### src/pss_defines.vh
// Constants for the power sequencer and supervisor: offsets, fields, resets, timing.
// Assumes a 200 MHz system clock and a 300 kHz main clock derived from it.
`ifndef PSS_DEFINES_VH
`define PSS_DEFINES_VH

// Timing
`define PSS_CLK_PERIOD_PS 5000
`define PSS_MAIN_PERIOD_PS 3333333
`define PSS_BOOST_DIV 3

// Register byte offsets
`define PSS_OFF_CTRL 12'h000
`define PSS_OFF_STATUS 12'h004
`define PSS_OFF_FAULT 12'h008

// Control fields and reset value
`define PSS_CTRL_BOOST_OFF 0
`define PSS_CTRL_UV_EN 1
`define PSS_CTRL_RESET 2'h2

// Fault sticky fields
`define PSS_FLT_UV 0
`define PSS_FLT_OT 1
`define PSS_FLT_OV5 2
`define PSS_FLT_OV3 3

`endif

### src/pss_top.v
// Power sequencer and supervisor: rail enables, boost gate, power good, protection.
// Assumes analog comparators and shutdown pins arrive asynchronously; APB from same clock.
`timescale 1ns/1ps
`include "pss_defines.vh"

module pss_top #(
    parameter MAIN_DIV = (`PSS_MAIN_PERIOD_PS + `PSS_CLK_PERIOD_PS / 2) / `PSS_CLK_PERIOD_PS
) (
    input wire clock,
    input wire resetn,
    input wire ce,
    // Shutdown inputs from the system controller
    input wire master_shutdown_n,
    input wire main5_shutdown_n,
    input wire main3_shutdown_n,
    // Comparators: bit0 always5, bit1 main5, bit2 main3, bit3 boost12
    input wire [3:0] rail_in_window,
    input wire [3:0] rail_under75,
    // Overvoltage: bit0 main5, bit1 main3
    input wire [1:0] main_over115,
    // Soft start finished: bit0 main5, bit1 main3
    input wire [1:0] soft_start_done,
    input wire ramp_above_err,
    input wire boost_sense_in,
    input wire temp_over150,
    input wire temp_below125,
    // APB slave
    input wire psel,
    input wire penable,
    input wire pwrite,
    input wire [11:0] paddr,
    input wire [31:0] pwdata,
    output reg [31:0] prdata,
    output reg pready,
    output reg pslverr,
    // Rail controls
    output reg always_en,
    output reg ldo5_en,
    output reg handover_sw,
    output reg main5_en,
    output reg main3_en,
    output reg boost_en,
    output reg boost_gate,
    output reg main5_crowbar,
    output reg main3_crowbar,
    output reg power_good_out,
    output reg main_clk_tick
);

    localparam NSYNC = 19;
    localparam ST_OFF = 2'b00;
    localparam ST_RUN = 2'b01;
    localparam ST_UV = 2'b10;
    localparam ST_HOT = 2'b11;

    wire [NSYNC-1:0] raw_in;
    reg [NSYNC-1:0] s1_q;
    reg [NSYNC-1:0] s2_q;
    reg [NSYNC-1:0] s3_q;
    reg [NSYNC-1:0] in_q;

    reg [1:0] state_q;
    reg [1:0] state_d;
    reg [9:0] tick_cnt_q;
    reg [1:0] div_q;
    reg pulse_q;
    reg [1:0] ctrl_q;
    reg [3:0] fault_q;
    reg [3:0] fault_set;

    wire sys_on;
    wire m5_n;
    wire m3_n;
    wire [3:0] win;
    wire [3:0] u75;
    wire [1:0] ov;
    wire [1:0] ssd;
    wire ramp_hi;
    wire sense_tied;
    wire hot;
    wire cool;
    wire tick;
    wire pulse_fall;
    wire [3:0] monitored;
    wire ss_complete;
    wire uv_trip;
    wire apb_write;

    assign raw_in = {temp_below125, temp_over150, boost_sense_in, ramp_above_err,
                     soft_start_done, main_over115, rail_under75, rail_in_window,
                     main3_shutdown_n, main5_shutdown_n, master_shutdown_n};

    // Three-flop synchronisers; value accepted when second and third agree
    genvar gi;
    generate
        for (gi = 0; gi < NSYNC; gi = gi + 1)
        begin : g_sync
            always @(posedge clock)
            begin
                if (!resetn)
                begin
                    s1_q[gi] <= 1'b0;
                    s2_q[gi] <= 1'b0;
                    s3_q[gi] <= 1'b0;
                    in_q[gi] <= 1'b0;
                end
                else if (ce)
                begin
                    s1_q[gi] <= raw_in[gi];
                    s2_q[gi] <= s1_q[gi];
                    s3_q[gi] <= s2_q[gi];
                    if (s2_q[gi] == s3_q[gi])
                        in_q[gi] <= s3_q[gi];
                end
            end
        end
    endgenerate

    // Field views of the synchronised inputs
    assign sys_on = in_q[0];
    assign m5_n = in_q[1];
    assign m3_n = in_q[2];
    assign win = in_q[6:3];
    assign u75 = in_q[10:7];
    assign ov = in_q[12:11];
    assign ssd = in_q[14:13];
    assign ramp_hi = in_q[15];
    assign sense_tied = in_q[16];
    assign hot = in_q[17];
    assign cool = in_q[18];

    // Main clock tick at 300 kHz
    assign tick = (tick_cnt_q == MAIN_DIV - 1);

    always @(posedge clock)
    begin
        if (!resetn)
            tick_cnt_q <= 10'h000;
        else if (ce)
            tick_cnt_q <= tick ? 10'h000 : tick_cnt_q + 10'h001;
    end

    // Divide-by-three boost clock, pulse one main period wide
    assign pulse_fall = tick && (div_q == 2'h0);

    always @(posedge clock)
    begin
        if (!resetn)
        begin
            div_q <= 2'h0;
            pulse_q <= 1'b0;
        end
        else if (ce && tick)
        begin
            div_q <= (div_q == `PSS_BOOST_DIV - 1) ? 2'h0 : div_q + 2'h1;
            pulse_q <= (div_q == `PSS_BOOST_DIV - 1);
        end
    end

    // Supervised rails: every enabled rail, the always-on rail included
    assign monitored = {boost_en, main3_en, main5_en, always_en};
    assign ss_complete = (~main5_en | ssd[0]) & (~main3_en | ssd[1]) & always_en;
    assign uv_trip = ctrl_q[`PSS_CTRL_UV_EN] & ss_complete & (|(u75 & monitored));

    // Sequencer state machine
    always @*
    begin
        state_d = state_q;
        case (state_q)
            ST_OFF:
            begin
                if (hot)
                    state_d = ST_HOT;
                else if (sys_on)
                    state_d = ST_RUN;
            end
            ST_RUN:
            begin
                if (hot)
                    state_d = ST_HOT;
                else if (!sys_on)
                    state_d = ST_OFF;
                else if (uv_trip)
                    state_d = ST_UV;
            end
            ST_UV:
            begin
                if (!sys_on)
                    state_d = ST_OFF;
            end
            default:
            begin
                if (cool && !hot)
                    state_d = ST_OFF;
            end
        endcase
    end

    always @(posedge clock)
    begin
        if (!resetn)
            state_q <= ST_OFF;
        else if (ce)
            state_q <= state_d;
    end

    // Rail enables, handover switch and power good
    always @(posedge clock)
    begin
        if (!resetn)
        begin
            always_en <= 1'b0;
            ldo5_en <= 1'b0;
            handover_sw <= 1'b0;
            main5_en <= 1'b0;
            main3_en <= 1'b0;
            boost_en <= 1'b0;
            power_good_out <= 1'b0;
        end
        else if (ce)
        begin
            always_en <= (state_q == ST_RUN) && (state_d == ST_RUN);
            // Mains wait for always-on rails; standby when both main inputs low
            main5_en <= always_en && (state_d == ST_RUN) && m5_n;
            main3_en <= always_en && (state_d == ST_RUN) && m3_n;
            boost_en <= always_en && (state_d == ST_RUN) && m5_n && !sense_tied
                        && !ctrl_q[`PSS_CTRL_BOOST_OFF];
            handover_sw <= main5_en && !u75[1] && (state_d == ST_RUN);
            ldo5_en <= (state_d == ST_RUN) && !(main5_en && !u75[1]);
            power_good_out <= (state_q == ST_RUN) && (state_d == ST_RUN) && ss_complete
                              && ((win & monitored) == monitored);
        end
    end

    // Boost latch: set by ramp comparator inside pulse, reset at pulse end
    always @(posedge clock)
    begin
        if (!resetn)
            boost_gate <= 1'b0;
        else if (ce)
        begin
            if (!boost_en || pulse_fall || !pulse_q)
                boost_gate <= 1'b0;
            else if (ramp_hi)
                boost_gate <= 1'b1;
        end
    end

    // Soft crowbar on main rail overvoltage, held until back in window
    always @(posedge clock)
    begin
        if (!resetn)
        begin
            main5_crowbar <= 1'b0;
            main3_crowbar <= 1'b0;
        end
        else if (ce)
        begin
            if (!main5_en)
                main5_crowbar <= 1'b0;
            else if (ov[0])
                main5_crowbar <= 1'b1;
            else if (win[1])
                main5_crowbar <= 1'b0;
            if (!main3_en)
                main3_crowbar <= 1'b0;
            else if (ov[1])
                main3_crowbar <= 1'b1;
            else if (win[2])
                main3_crowbar <= 1'b0;
        end
    end

    // Main clock tick as a one-cycle strobe
    always @(posedge clock)
    begin
        if (!resetn)
            main_clk_tick <= 1'b0;
        else if (ce)
            main_clk_tick <= tick;
    end

    // Sticky fault events
    always @*
    begin
        fault_set = 4'h0;
        fault_set[`PSS_FLT_UV] = (state_q == ST_RUN) && (state_d == ST_UV);
        fault_set[`PSS_FLT_OT] = (state_q != ST_HOT) && (state_d == ST_HOT);
        fault_set[`PSS_FLT_OV5] = main5_en && ov[0];
        fault_set[`PSS_FLT_OV3] = main3_en && ov[1];
    end

    // APB write strobe at the completing access edge
    assign apb_write = psel && penable && pready && pwrite;

    // Control and fault registers; set wins over write-one-to-clear
    always @(posedge clock)
    begin
        if (!resetn)
        begin
            ctrl_q <= `PSS_CTRL_RESET;
            fault_q <= 4'h0;
        end
        else if (ce)
        begin
            if (apb_write && paddr == `PSS_OFF_CTRL)
                ctrl_q <= pwdata[1:0];
            if (apb_write && paddr == `PSS_OFF_FAULT)
                fault_q <= (fault_q & ~pwdata[3:0]) | fault_set;
            else
                fault_q <= fault_q | fault_set;
        end
    end

    // APB answer: one wait-free access phase, data and error set in setup
    always @(posedge clock)
    begin
        if (!resetn)
        begin
            pready <= 1'b0;
            pslverr <= 1'b0;
            prdata <= 32'h00000000;
        end
        else if (ce)
        begin
            pready <= psel && !penable;
            pslverr <= 1'b0;
            prdata <= 32'h00000000;
            if (psel && !penable)
            begin
                if (paddr == `PSS_OFF_CTRL)
                    prdata <= {30'h0, ctrl_q};
                else if (paddr == `PSS_OFF_STATUS)
                    prdata <= {16'h0000, state_q, power_good_out, main3_crowbar, main5_crowbar,
                               boost_en, main3_en, main5_en, handover_sw, ldo5_en, always_en,
                               sense_tied, hot, sys_on, m3_n, m5_n};
                else if (paddr == `PSS_OFF_FAULT)
                    prdata <= {28'h0000000, fault_q};
                else
                    pslverr <= 1'b1;
            end
        end
    end

endmodule // pss_top

### config.mk
export PLATFORM = sky130hd
export DESIGN_NAME = pss_top
export DESIGN_NICKNAME = d
export VERILOG_FILES = /design/src/pss_top.v
export VERILOG_INCLUDE_DIRS = /design/src /design/src/src
export SDC_FILE = /design/constraint.sdc
export NUM_CORES = 1
export LEC_CHECK = 0
export BUFFER_PORTS_ARGS = -buffer_cell sky130_fd_sc_hd__buf_2
export CORE_MARGIN = 2
export CORE_UTILIZATION = 33
export DETAILED_ROUTE_END_ITERATION = 7
export PLACE_DENSITY = 0.58
export SLEW_MARGIN = 20
export SYNTH_ARGS = -nofsm -noshare
export SYNTH_HDL_FRONTEND = slang
export SYNTH_SLANG_ARGS = --single-unit
### constraint.sdc
create_clock -name clock -period 2.1 [get_ports clock]
set_clock_uncertainty 0.05 [all_clocks]
set_input_delay 0.42 -clock clock [delete_from_list [all_inputs] [get_ports clock]]
set_output_delay 0.42 -clock clock [all_outputs]
set_load 0.005 [all_outputs]
==> metrics.md, run 1 <==
| Metric | Value |
|---|---|
| Outcome | finished, final reports clean |
| Crit path launch type | register |
| Vias per cell | 4.80 |
| GR Layer Usage met3 | 3.86% |
| Antenna violations before repair | 0 |
| Syn_area_per_cell | 9.50 sq um |
| Number of inserted diodes | 0 |
| Minimum setup slack in the final design | 106 ps |
| Slowest stage cell on the critical path | or4_1 |
| Setup Fix Bufs, Post-CTS | 0 |
| Starting DRT DRC Count | 274 |
| Number of placement rows | 46 |
| Final antenna-violating net count | 0 |
| Data arrival, critical path | 2230 ps |
| Skew-Pair Late Insertion Delay | 410 ps |
| Unrepaired setup endpoints after global routing | false |
| Largest incremental delay on the critical path | 600 ps |
| Final max-slew violation count | 0 |
| Final hold slack | 218 ps |
| Total of cells resized after clock tree synthesis | 0 |
| Sequential cell area in the final layout | 2520 sq um |
| Setup TNS | 0 ps |
| Synthesis Warnings | 0 |
| Dominant cell type by area after synthesis | dfxtp_1 |
| Number of flops mapped to enable cells by yosys | 0 |
| Post-detail-place hpwl | 7900 microns |
| Root Buffer Master | clkbuf_16 |
| Hold Vio Cnt, Final | 0 |
| Die width | 131 microns |
| Critical path, cell by cell | or4b_1, or4_1, nand2_2, nor2_1 |
| Clock tree from TritonCTS | done |
| Worst endpoint required time | 2340 ps |
| Category of the critical setup timing path | reg -> reg |
| Worst hold path cell count | 3 |
| Number of global-route vias before repair | 3987 |
| Post-synthesis sequential element count | 126 |
| CP endpoint kind | register |
| Post-synthesis instance total | 561 |
| Multi-input logic area | 2570 sq um |
| Switching share of power | 20.3% |
| Logic depth of the worst setup path including buffers | 4 |
| Vert. Die Dim | 131 microns |
| CTS clock-pin slew for the worst setup and hold paths | 60 ps |
| Tightest Hold Check Type | in -> reg |
| Core box area | 15800 sq um |
| Post-route fraction of the period consumed by the critical path | 94.9% |
| FMAX | 0.502 GHz |
| Commonest cells after routing, fill and taps aside | dfxtp_1 (126), nor2b_1 (77), buf_2 (68) |
| Portion of total power attributed to combinational logic | 4.6% |
| Total congestion overflow after global routing | 0 |
| Number of CTS-inserted buffers | 17 |
| Maximum Capacitance Violations | 0 |
| Relative slew slack | 50.9% |
| Total number of clock tree sinks | 126 |
| Wire length of the first global-routing pass | 19100 microns |
| Most utilized layer in the global route result | met2 |
| Top_reg_cell synth | dfxtp_1 |
| GRT Overall Usage | 14.2% |
| Final Util | 41.1% |
| Transition time at the pin with the least slew margin | 736 ps |
| Full die area | 17200 sq um |
| Total Nets Final | 696 |
| Met1 track demand over resource | 17.5% |
| Detailed-router iteration count before antenna repair | 4 |
| Switching Power | 0.00123 W |
| Leading cell type in the layout, fill and taps excluded | dfxtp_1 |
| Portion of the post-synthesis area used by sequential elements | 47.3% |
| Area growth from synthesis to final layout | 22.2% |
| Pre-CTS worst setup slack | -102 ps |
| Async SR Flop Fraction | 0% |
| Leak | 2.79 nW |
| Share of the synthesized area in the top cell type | 47.3% |
| Pin count of the biggest net entering global routing | 81 |
| Met2 capacity usage during global routing | 23.3% |
| DRC Markers | 0 |
| P per Cell Area | 932 nW/um^2 |
| Placer Congestion | 0.851 |
| Routed wire length | 11800 microns |
| Cts hold-fix bufs | 0 |
| Total of fill cells in the finished design | 1547 |
| Distinct cell type count of the synthesized netlist | 44 |
| Min Clock Period, post-route | 1990 ps |
| Summed instance area of the synthesized netlist | 5330 sq um |
| Part of the power in registers | 40.8% |
| H-tree lvl count | 4 |
| Number of port buffers | 69 |
| Top cells by area, synth | dfxtp_1 (47%), mux2i_1 (11%), nor2b_1 (9.0%) |
| PnR Total Power | 0.00607 W |
| Largest buffer count on any clock path | 2 |
| Kind of cell adding the most delay to the critical path | simple AND/OR/NAND/NOR gates |
| Combined buffer and inverter count along the critical path | 0 |
| Number of top-level pins | 114 |
| Worst supply voltage drop on vdd | 482 uV |
| Via count | 4101 |
| Biggest fanout along the worst timing path | 10 |
| Cell internal power dissipation | 0.00484 W |
| Setup violation total in the final timing report | 0 |
| R2R depth | 4 |
| Proportion of layout cells with a drive suffix above 1 | 18.3% |
| Average wire per standard cell | 13.8 microns |
| Power share of the clock group | 54.5% |
| Effective utilization at floorplan | 33.7% |
logic make-up (layout without fill, tap and decap cells):
kind of cell | Yosys count | count (layout) | share of synthesized area [%]
buffers and inverters | 57 | 119 | 5.47
adders and majority gates | 2 | 2 | 0.469
DFF | 126 | 126 | 47.3
muxes | 56 | 56 | 10.5
and+or+nand+nor | 193 | 193 | 19.7
other | 1 | 16 | 0.0704
AOI/OAI and AO/OA | 117 | 117 | 15.0
xor gates and xnor gates | 9 | 9 | 1.48
state kept, by name (all words and copies together) (netlist names), 2 cells and up:
signal / flops
div_q: 2
tick_cnt_q: 10
prdata: 16
fault_q: 4
in_q: 12
s2_q: 19
s3_q: 19
s1_q: 19
ctrl_q: 2
state_q: 2
layer usage:
layer  vias up  part of all wire [%]  wire length [microns]
li1       2035                     -                      -
met1      1947                    46                   5410
met5         -                     0                      0
met2        99                    48                   5650
met3        20                   4.3                    507
met4         0                   1.8                    215
synth_stat cells (all sizes together), types with 3 or more instances:
| master | n |
|---|---|
| a21boi | 26 |
| inv | 7 |
| nand4 | 5 |
| buf | 25 |
| nand2 | 55 |
| mux2i | 56 |
| and3 | 10 |
| a22o | 9 |
| nor2b | 77 |
| a21o | 16 |
| a32o | 4 |
| a22oi | 15 |
| o21ai | 28 |
| a21oi | 12 |
| xor2 | 6 |
| xnor2 | 3 |
| nor3 | 3 |
| dfxtp | 126 |
| nand3 | 12 |
| nor2 | 17 |
| clkbuf | 25 |
| nand2b | 5 |
| or4 | 3 |
worst min-delay path, stage by stage:
cell	delay, ps
buf_2	80
mux2i_1	60
nor2b_1	90
worst paths after layout:
kind,from,to,slack [ps]
setup / recovery,tick_cnt_q[2],tick_cnt_q[8],110
hold / removal,ramp_above_err,s1_q[15],220
setup reg to reg,tick_cnt_q[2],tick_cnt_q[8],110
hold reg to reg,main_clk_tick,main_clk_tick,420
area by class of cell:
type / count / share of cell area (%)
clock buffers: 23 / 7.65
repair buffers: 80 / 6.80
well taps: 216 / 4.15
multi-input cells: 393 / 39.5
clock inverters: 9 / 2.75
flip-flops and latches: 126 / 38.7
inverters: 7 / 0.404
per-stage QoR:
step           std cells  area [sq um]
6_report             854          6510
5_1_grt              854          6510
4_1_cts              854          6510
3_5_place_dp         822          5830
3_3_place_gp         822          5830
2_1_floorplan        576          5390
power by group through the flow:
stage	sequential [W]	combinational (W)	clock (W)
3_3_place_gp	0.00253	0.000278	0
3_5_place_dp	0.00253	0.000284	0
4_1_cts	0.00248	0.000285	0.00337
6_report	0.00248	0.000282	0.00331
5_1_grt	0.00248	0.000316	0.00348
2_1_floorplan	0.00252	0.000223	0
No activity file was read; power rests on OpenSTA's default activity.
==> run 2, diff against run 1 <==
--- a/config.mk
+++ b/config.mk
@@ -10,7 +10,7 @@
 export CORE_MARGIN = 2
 export CORE_UTILIZATION = 33
 export DETAILED_ROUTE_END_ITERATION = 7
-export PLACE_DENSITY = 0.58
+export PLACE_DENSITY = 0.62
 export SLEW_MARGIN = 20
 export SYNTH_ARGS = -nofsm -noshare
 export SYNTH_HDL_FRONTEND = slang
==> run 2 against run 1 <==
Clock-buffer cell count is 3 lower. Worst setup slack better by 55 ps. Largest cell class unchanged. Via count is 0.22% higher. Highest routed layer unchanged. First-iteration DRC count is 18% lower. Global-route usage is 0.26 points lower. Fmax is 2.8% higher. Register-to-register slack better by 60 ps.
==> metrics.md, run 2 (synthesized netlist as in run 1, its figures left out) <==
| Metric | Value |
|---|---|
| Min Clock Period, post-route | 1940 ps |
| Worst supply voltage drop on vdd | 489 uV |
| Tightest Hold Check Type | in -> reg |
| Worst reg2reg setup slack | 160 ps |
| Cell area reported after detailed placement | 5850 sq um |
| Data arrival, critical path | 2240 ps |
| Skew-Pair Late Insertion Delay | 420 ps |
| H-tree lvl count | 4 |
| Total of fill cells in the finished design | 1533 |
| Number of placement rows | 46 |
| Clock tree from TritonCTS | done |
| Placer Congestion | 0.849 |
| Wire length of the first global-routing pass | 18600 microns |
| Full die area | 17200 sq um |
| Core box area | 15800 sq um |
| Starting DRT DRC Count | 226 |
| Sequential cell area in the final layout | 2520 sq um |
| Average wire per standard cell | 13.5 microns |
| Worst Hold Endpoint | s1_q[2] |
| Vias per cell | 4.80 |
| Commonest cells after routing, fill and taps aside | dfxtp_1 (126), nor2b_1 (77), buf_2 (68) |
| Transition time at the pin with the least slew margin | 688 ps |
| Number of inserted diodes | 0 |
| CP endpoint kind | register |
| Number of standard cells in the final layout excluding fillers | 856 |
| Leading registers by flop count | s1_q x19, s2_q x19, s3_q x19 |
| Number of placed cells counting well taps | 824 |
| Relative slew slack | 54.1% |
| Worst endpoint required time | 2400 ps |
| Biggest fanout along the worst timing path | 8 |
| Crit path launch type | register |
| Post-route fraction of the period consumed by the critical path | 92.3% |
| Proportion of layout cells with a drive suffix above 1 | 18.4% |
| Total of cells resized after clock tree synthesis | 0 |
| Number of CTS-inserted buffers | 17 |
| Beginning of the worst register-to-register path | tick_cnt_q[2] |
| Hold path startpoint | main3_shutdown_n |
| P per Cell Area | 889 nW/um^2 |
| GRT Overall Usage | 13.9% |
| Root Buffer Master | clkbuf_16 |
| Multi-input logic area | 2570 sq um |
| Setup violation total in the final timing report | 0 |
| Final hold slack | 210 ps |
| Final antenna-violating net count | 0 |
| Total congestion overflow after global routing | 0 |
| Antenna violations before repair | 0 |
| Number of global-route vias before repair | 3893 |
| Via count | 4110 |
| Detailed-router iteration count before antenna repair | 4 |
| Cts hold-fix bufs | 0 |
| DRC Markers | 0 |
| Largest buffer count on any clock path | 2 |
| Effective utilization at floorplan | 33.7% |
| Maximum Capacitance Violations | 0 |
| Post-detail-place hpwl | 8010 microns |
| Number of top-level pins | 114 |
| Number of port buffers | 69 |
| R2R depth | 5 |
| Outcome | finished, final reports clean |
| Hold Vio Cnt, Final | 0 |
| Cell area after layout | 6460 sq um |
| Setup Fix Bufs, Post-CTS | 0 |
| Area growth from synthesis to final layout | 21.2% |
| Unrepaired setup endpoints after global routing | false |
| Worst hold path cell count | 3 |
| Total number of clock tree sinks | 126 |
| Category of the critical setup timing path | reg -> reg |
| Total Nets Final | 698 |
| Worst flop-to-flop path endpoint | pulse_q |
| Vert. Die Dim | 131 microns |
| Leak | 2.77 nW |
| Die width | 131 microns |
| Pin count of the biggest net entering global routing | 81 |
| Routed wire length | 11600 microns |
| Leading cell type in the layout, fill and taps excluded | dfxtp_1 |
| CTS clock-pin slew for the worst setup and hold paths | 60 ps |
| FMAX | 0.516 GHz |
| Final max-slew violation count | 0 |
run 2: changes by cell type in the layout (fill, tap and decap cells not counted), sizes merged:
cell,previous run,this run
inv,7,9
bufinv,5,3
buf,80,82
clkinvlp,2,3
clkbuf,23,20
clkinv,2,4
run 2: stage by stage:
stage | setup slack (ps) | util, % | total power (W) | setup TNS, ps
global route | 36.2 | 40.8 | 0.00595 | 0
detailed placement | -10.4 | 37.0 | 0.00281 | -29.2
finish | 161 | 40.8 | 0.00574 | 0
global placement | 9.44 | 37.0 | 0.00280 | 0
floorplan | 163 | - | 0.00274 | 0
CTS | 153 | 40.8 | 0.00581 | 0
run 2: critical path, cell delays in order (launching register included):
cell and delay [ps]:
dfxtp_1 340, or4b_1 500, or4_1 580, nor3b_2 240, a21oi_1 60, nor2b_1 100
run 2: area by class of cell:
type / count / share of cell area (%)
Clock buffer: 20 / 6.92
Clock inverter: 12 / 2.50
Timing Repair Buffer: 82 / 7.09
Multi-Input combinational cell: 393 / 39.8
Tap cell: 216 / 4.19
Inverter: 7 / 0.407
Sequential cell: 126 / 39.1
run 2: worst max-delay path by stage:
stage,endpoint,slack [ps],from,cells after the start
3_5_place_dp,fault_q[2],-10,paddr[7],7
4_1_cts,tick_cnt_q[1],150,tick_cnt_q[2],4
2_1_floorplan,fault_q[0],160,paddr[7],5
3_3_place_gp,fault_q[3],9,paddr[7],7
5_1_grt,pulse_q,40,tick_cnt_q[2],5
6_report,pulse_q,160,tick_cnt_q[2],5
run 2: metal layers:
layer	global-route usage [%]	vias to the layer above	wire [microns]
met5	0	-	0
met4	6.76	0	235
met3	4.30	22	519
met2	22.9	86	5560
met1	16.5	1960	5260
li1	-	2042	-
run 2: power breakdown:
part	switching, W	internal, W	leakage [nW]
Clock	0.00108	0.00191	0.287
Sequential	0.0000388	0.00244	1.02
Combinational	0.000148	0.000133	1.46
==> run 3, diff against run 2 <==
--- a/config.mk
+++ b/config.mk
@@ -10,7 +10,8 @@
 export CORE_MARGIN = 2
 export CORE_UTILIZATION = 33
 export DETAILED_ROUTE_END_ITERATION = 7
-export PLACE_DENSITY = 0.62
+export PLACE_DENSITY = 0.64
+export SETUP_SLACK_MARGIN = 0.5
 export SLEW_MARGIN = 20
 export SYNTH_ARGS = -nofsm -noshare
 export SYNTH_HDL_FRONTEND = slang
==> constraint.sdc (replaced) <==
create_clock -name clock -period 1.76 [get_ports clock]
set_clock_uncertainty 0.05 [all_clocks]
set_input_delay 0.352 -clock clock [delete_from_list [all_inputs] [get_ports clock]]
set_output_delay 0.352 -clock clock [all_outputs]
set_load 0.005 [all_outputs]
==> run 3 against run 2 <==
The run now ends with setup timing left. Via count up 5.4%. Sequential power up 19%. Clock-buffer cell count down 1. Clock power up 25%. Hold slack worse by 64 ps. Critical path type unchanged.
==> metrics.md, run 3 (synthesized netlist as in run 1, its figures left out) <==
| Metric | Value |
|---|---|
| Root Buffer Master | clkbuf_16 |
| Via count | 4330 |
| CTS clock-pin slew for the worst setup and hold paths | 60 ps |
| Minimum setup slack in the final design | -70.6 ps |
| GRT Overall Usage | 15.8% |
| Number of inserted diodes | 0 |
| Outcome | finished with violations |
| Post-detail-place hpwl | 8460 microns |
| Cell area reported after detailed placement | 5990 sq um |
| Pre-CTS worst setup slack | -374 ps |
| Vert. Die Dim | 131 microns |
| Number of port buffers | 69 |
| Final max-slew violation count | 0 |
| Leading cell type in the layout, fill and taps excluded | dfxtp_1 |
| CP endpoint kind | register |
| Total Nets Final | 743 |
| H-tree lvl count | 4 |
| Placer Congestion | 0.775 |
| Full die area | 17200 sq um |
| Unrepaired setup endpoints after global routing | true |
| Worst endpoint required time | 2060 ps |
| Hold Vio Cnt, Final | 0 |
| Routed wire length | 13000 microns |
| Clock tree from TritonCTS | done |
| Die width | 131 microns |
| Worst supply voltage drop on vdd | 625 uV |
| Antenna violations before repair | 0 |
| P per Cell Area | 959 nW/um^2 |
| Pin count of the biggest net entering global routing | 64 |
| Number of global-route vias before repair | 4234 |
| Number of top-level pins | 114 |
| Total number of clock tree sinks | 126 |
| Number of placement rows | 46 |
| Commonest cells after routing, fill and taps aside | dfxtp_1 (91), nor2b_1 (76), mux2i_1 (56) |
| Skew-Pair Late Insertion Delay | 420 ps |
| Category of the critical setup timing path | reg -> reg |
| Cell area after layout | 7370 sq um |
| Final antenna-violating net count | 0 |
| Tightest Hold Check Type | in -> reg |
| Final Util | 46.6% |
| FMAX | 0.546 GHz |
| DRC Markers | 0 |
| Violations in the final reports | setup timing |
| Proportion of layout cells with a drive suffix above 1 | 35.8% |
| Leading registers by flop count | s1_q x19, s2_q x19, s3_q x19 |
| Vias per cell | 4.81 |
| Crit path launch type | register |
| Average wire per standard cell | 14.4 microns |
| Cts hold-fix bufs | 0 |
| Effective utilization at floorplan | 33.7% |
| Total congestion overflow after global routing | 0 |
| Maximum Capacitance Violations | 0 |
| Leak | 3.09 nW |
| Transition time at the pin with the least slew margin | 715 ps |
| Core box area | 15800 sq um |
| Data arrival, critical path | 2130 ps |
| Post-route fraction of the period consumed by the critical path | 104% |
| Detailed-router iteration count before antenna repair | 4 |
| Relative slew slack | 52.3% |
| Starting DRT DRC Count | 267 |
| Wire length of the first global-routing pass | 20800 microns |
| Setup violation total in the final timing report | 13 |
| Area growth from synthesis to final layout | 38.2% |
| Biggest fanout along the worst timing path | 8 |
| Largest buffer count on any clock path | 2 |
| Number of CTS-inserted buffers | 17 |
| Min Clock Period, post-route | 1830 ps |
-- run 3: worst max-delay path, cell delays in order, from the launching register on --
cell     delay (ps)
dfxtp_2         320
or4b_1          500
or4_4           430
buf_8           150
nor3b_2         150
a21oi_1          50
nor2b_1         110
-- run 3: area by class of cell --
cell class                 instances  area (sq um)
multi-input combinational        393          2830
clock inverter                    13           186
tap                              216           270
clock buffer                      19           453
fill                            1446          8460
inverter                           7          26.3
sequential                       126          2580
timing repair buffer             127          1020
-- run 3: repair_timing --
action | 4_1_cts | 5_1_grt
gates resized for setup | 81 | 35
gates cloned | 1 | 0
buffers inserted | 26 | 9
setup endpoints to repair | 75 | 76
pin swaps | 34 | 13
-- run 3: worst paths after layout --
path                           from        to  slack (ps)  cells after the start
setup / recovery      tick_cnt_q[2]   pulse_q         -70                      6
hold / removal    rail_in_window[1]   s1_q[4]         150                      3
setup reg to reg      tick_cnt_q[2]   pulse_q         -70                      6
hold reg to reg            s3_q[14]  in_q[14]         410                      2
-- run 3: per-layer routing --
layer	vias up	global-route usage, %	wire length, microns
met5	-	0	0
met4	0	7.57	269
met3	21	4.18	587
met2	128	26.7	6360
met1	2051	18.6	5800
li1	2130	-	-
-- run 3: where the power goes --
group          internal [W]  leakage, nW  switching, W  total (W)
Combinational      0.000180         1.75      0.000200   0.000380
Clock               0.00245        0.302       0.00129    0.00373
Sequential          0.00291         1.04     0.0000435    0.00295
Total               0.00553         3.09       0.00153    0.00706
-- run 3: metrics by stage --
stage,power [W],hold slack (ps),instances,TNS [ps]
CTS,0.00714,132,892,-624
detailed placement,0.00338,407,833,-6040
global route,0.00732,145,901,-1900
finish,0.00706,146,901,-534
global placement,0.00336,397,833,-5320
floorplan,0.00329,393,576,-842
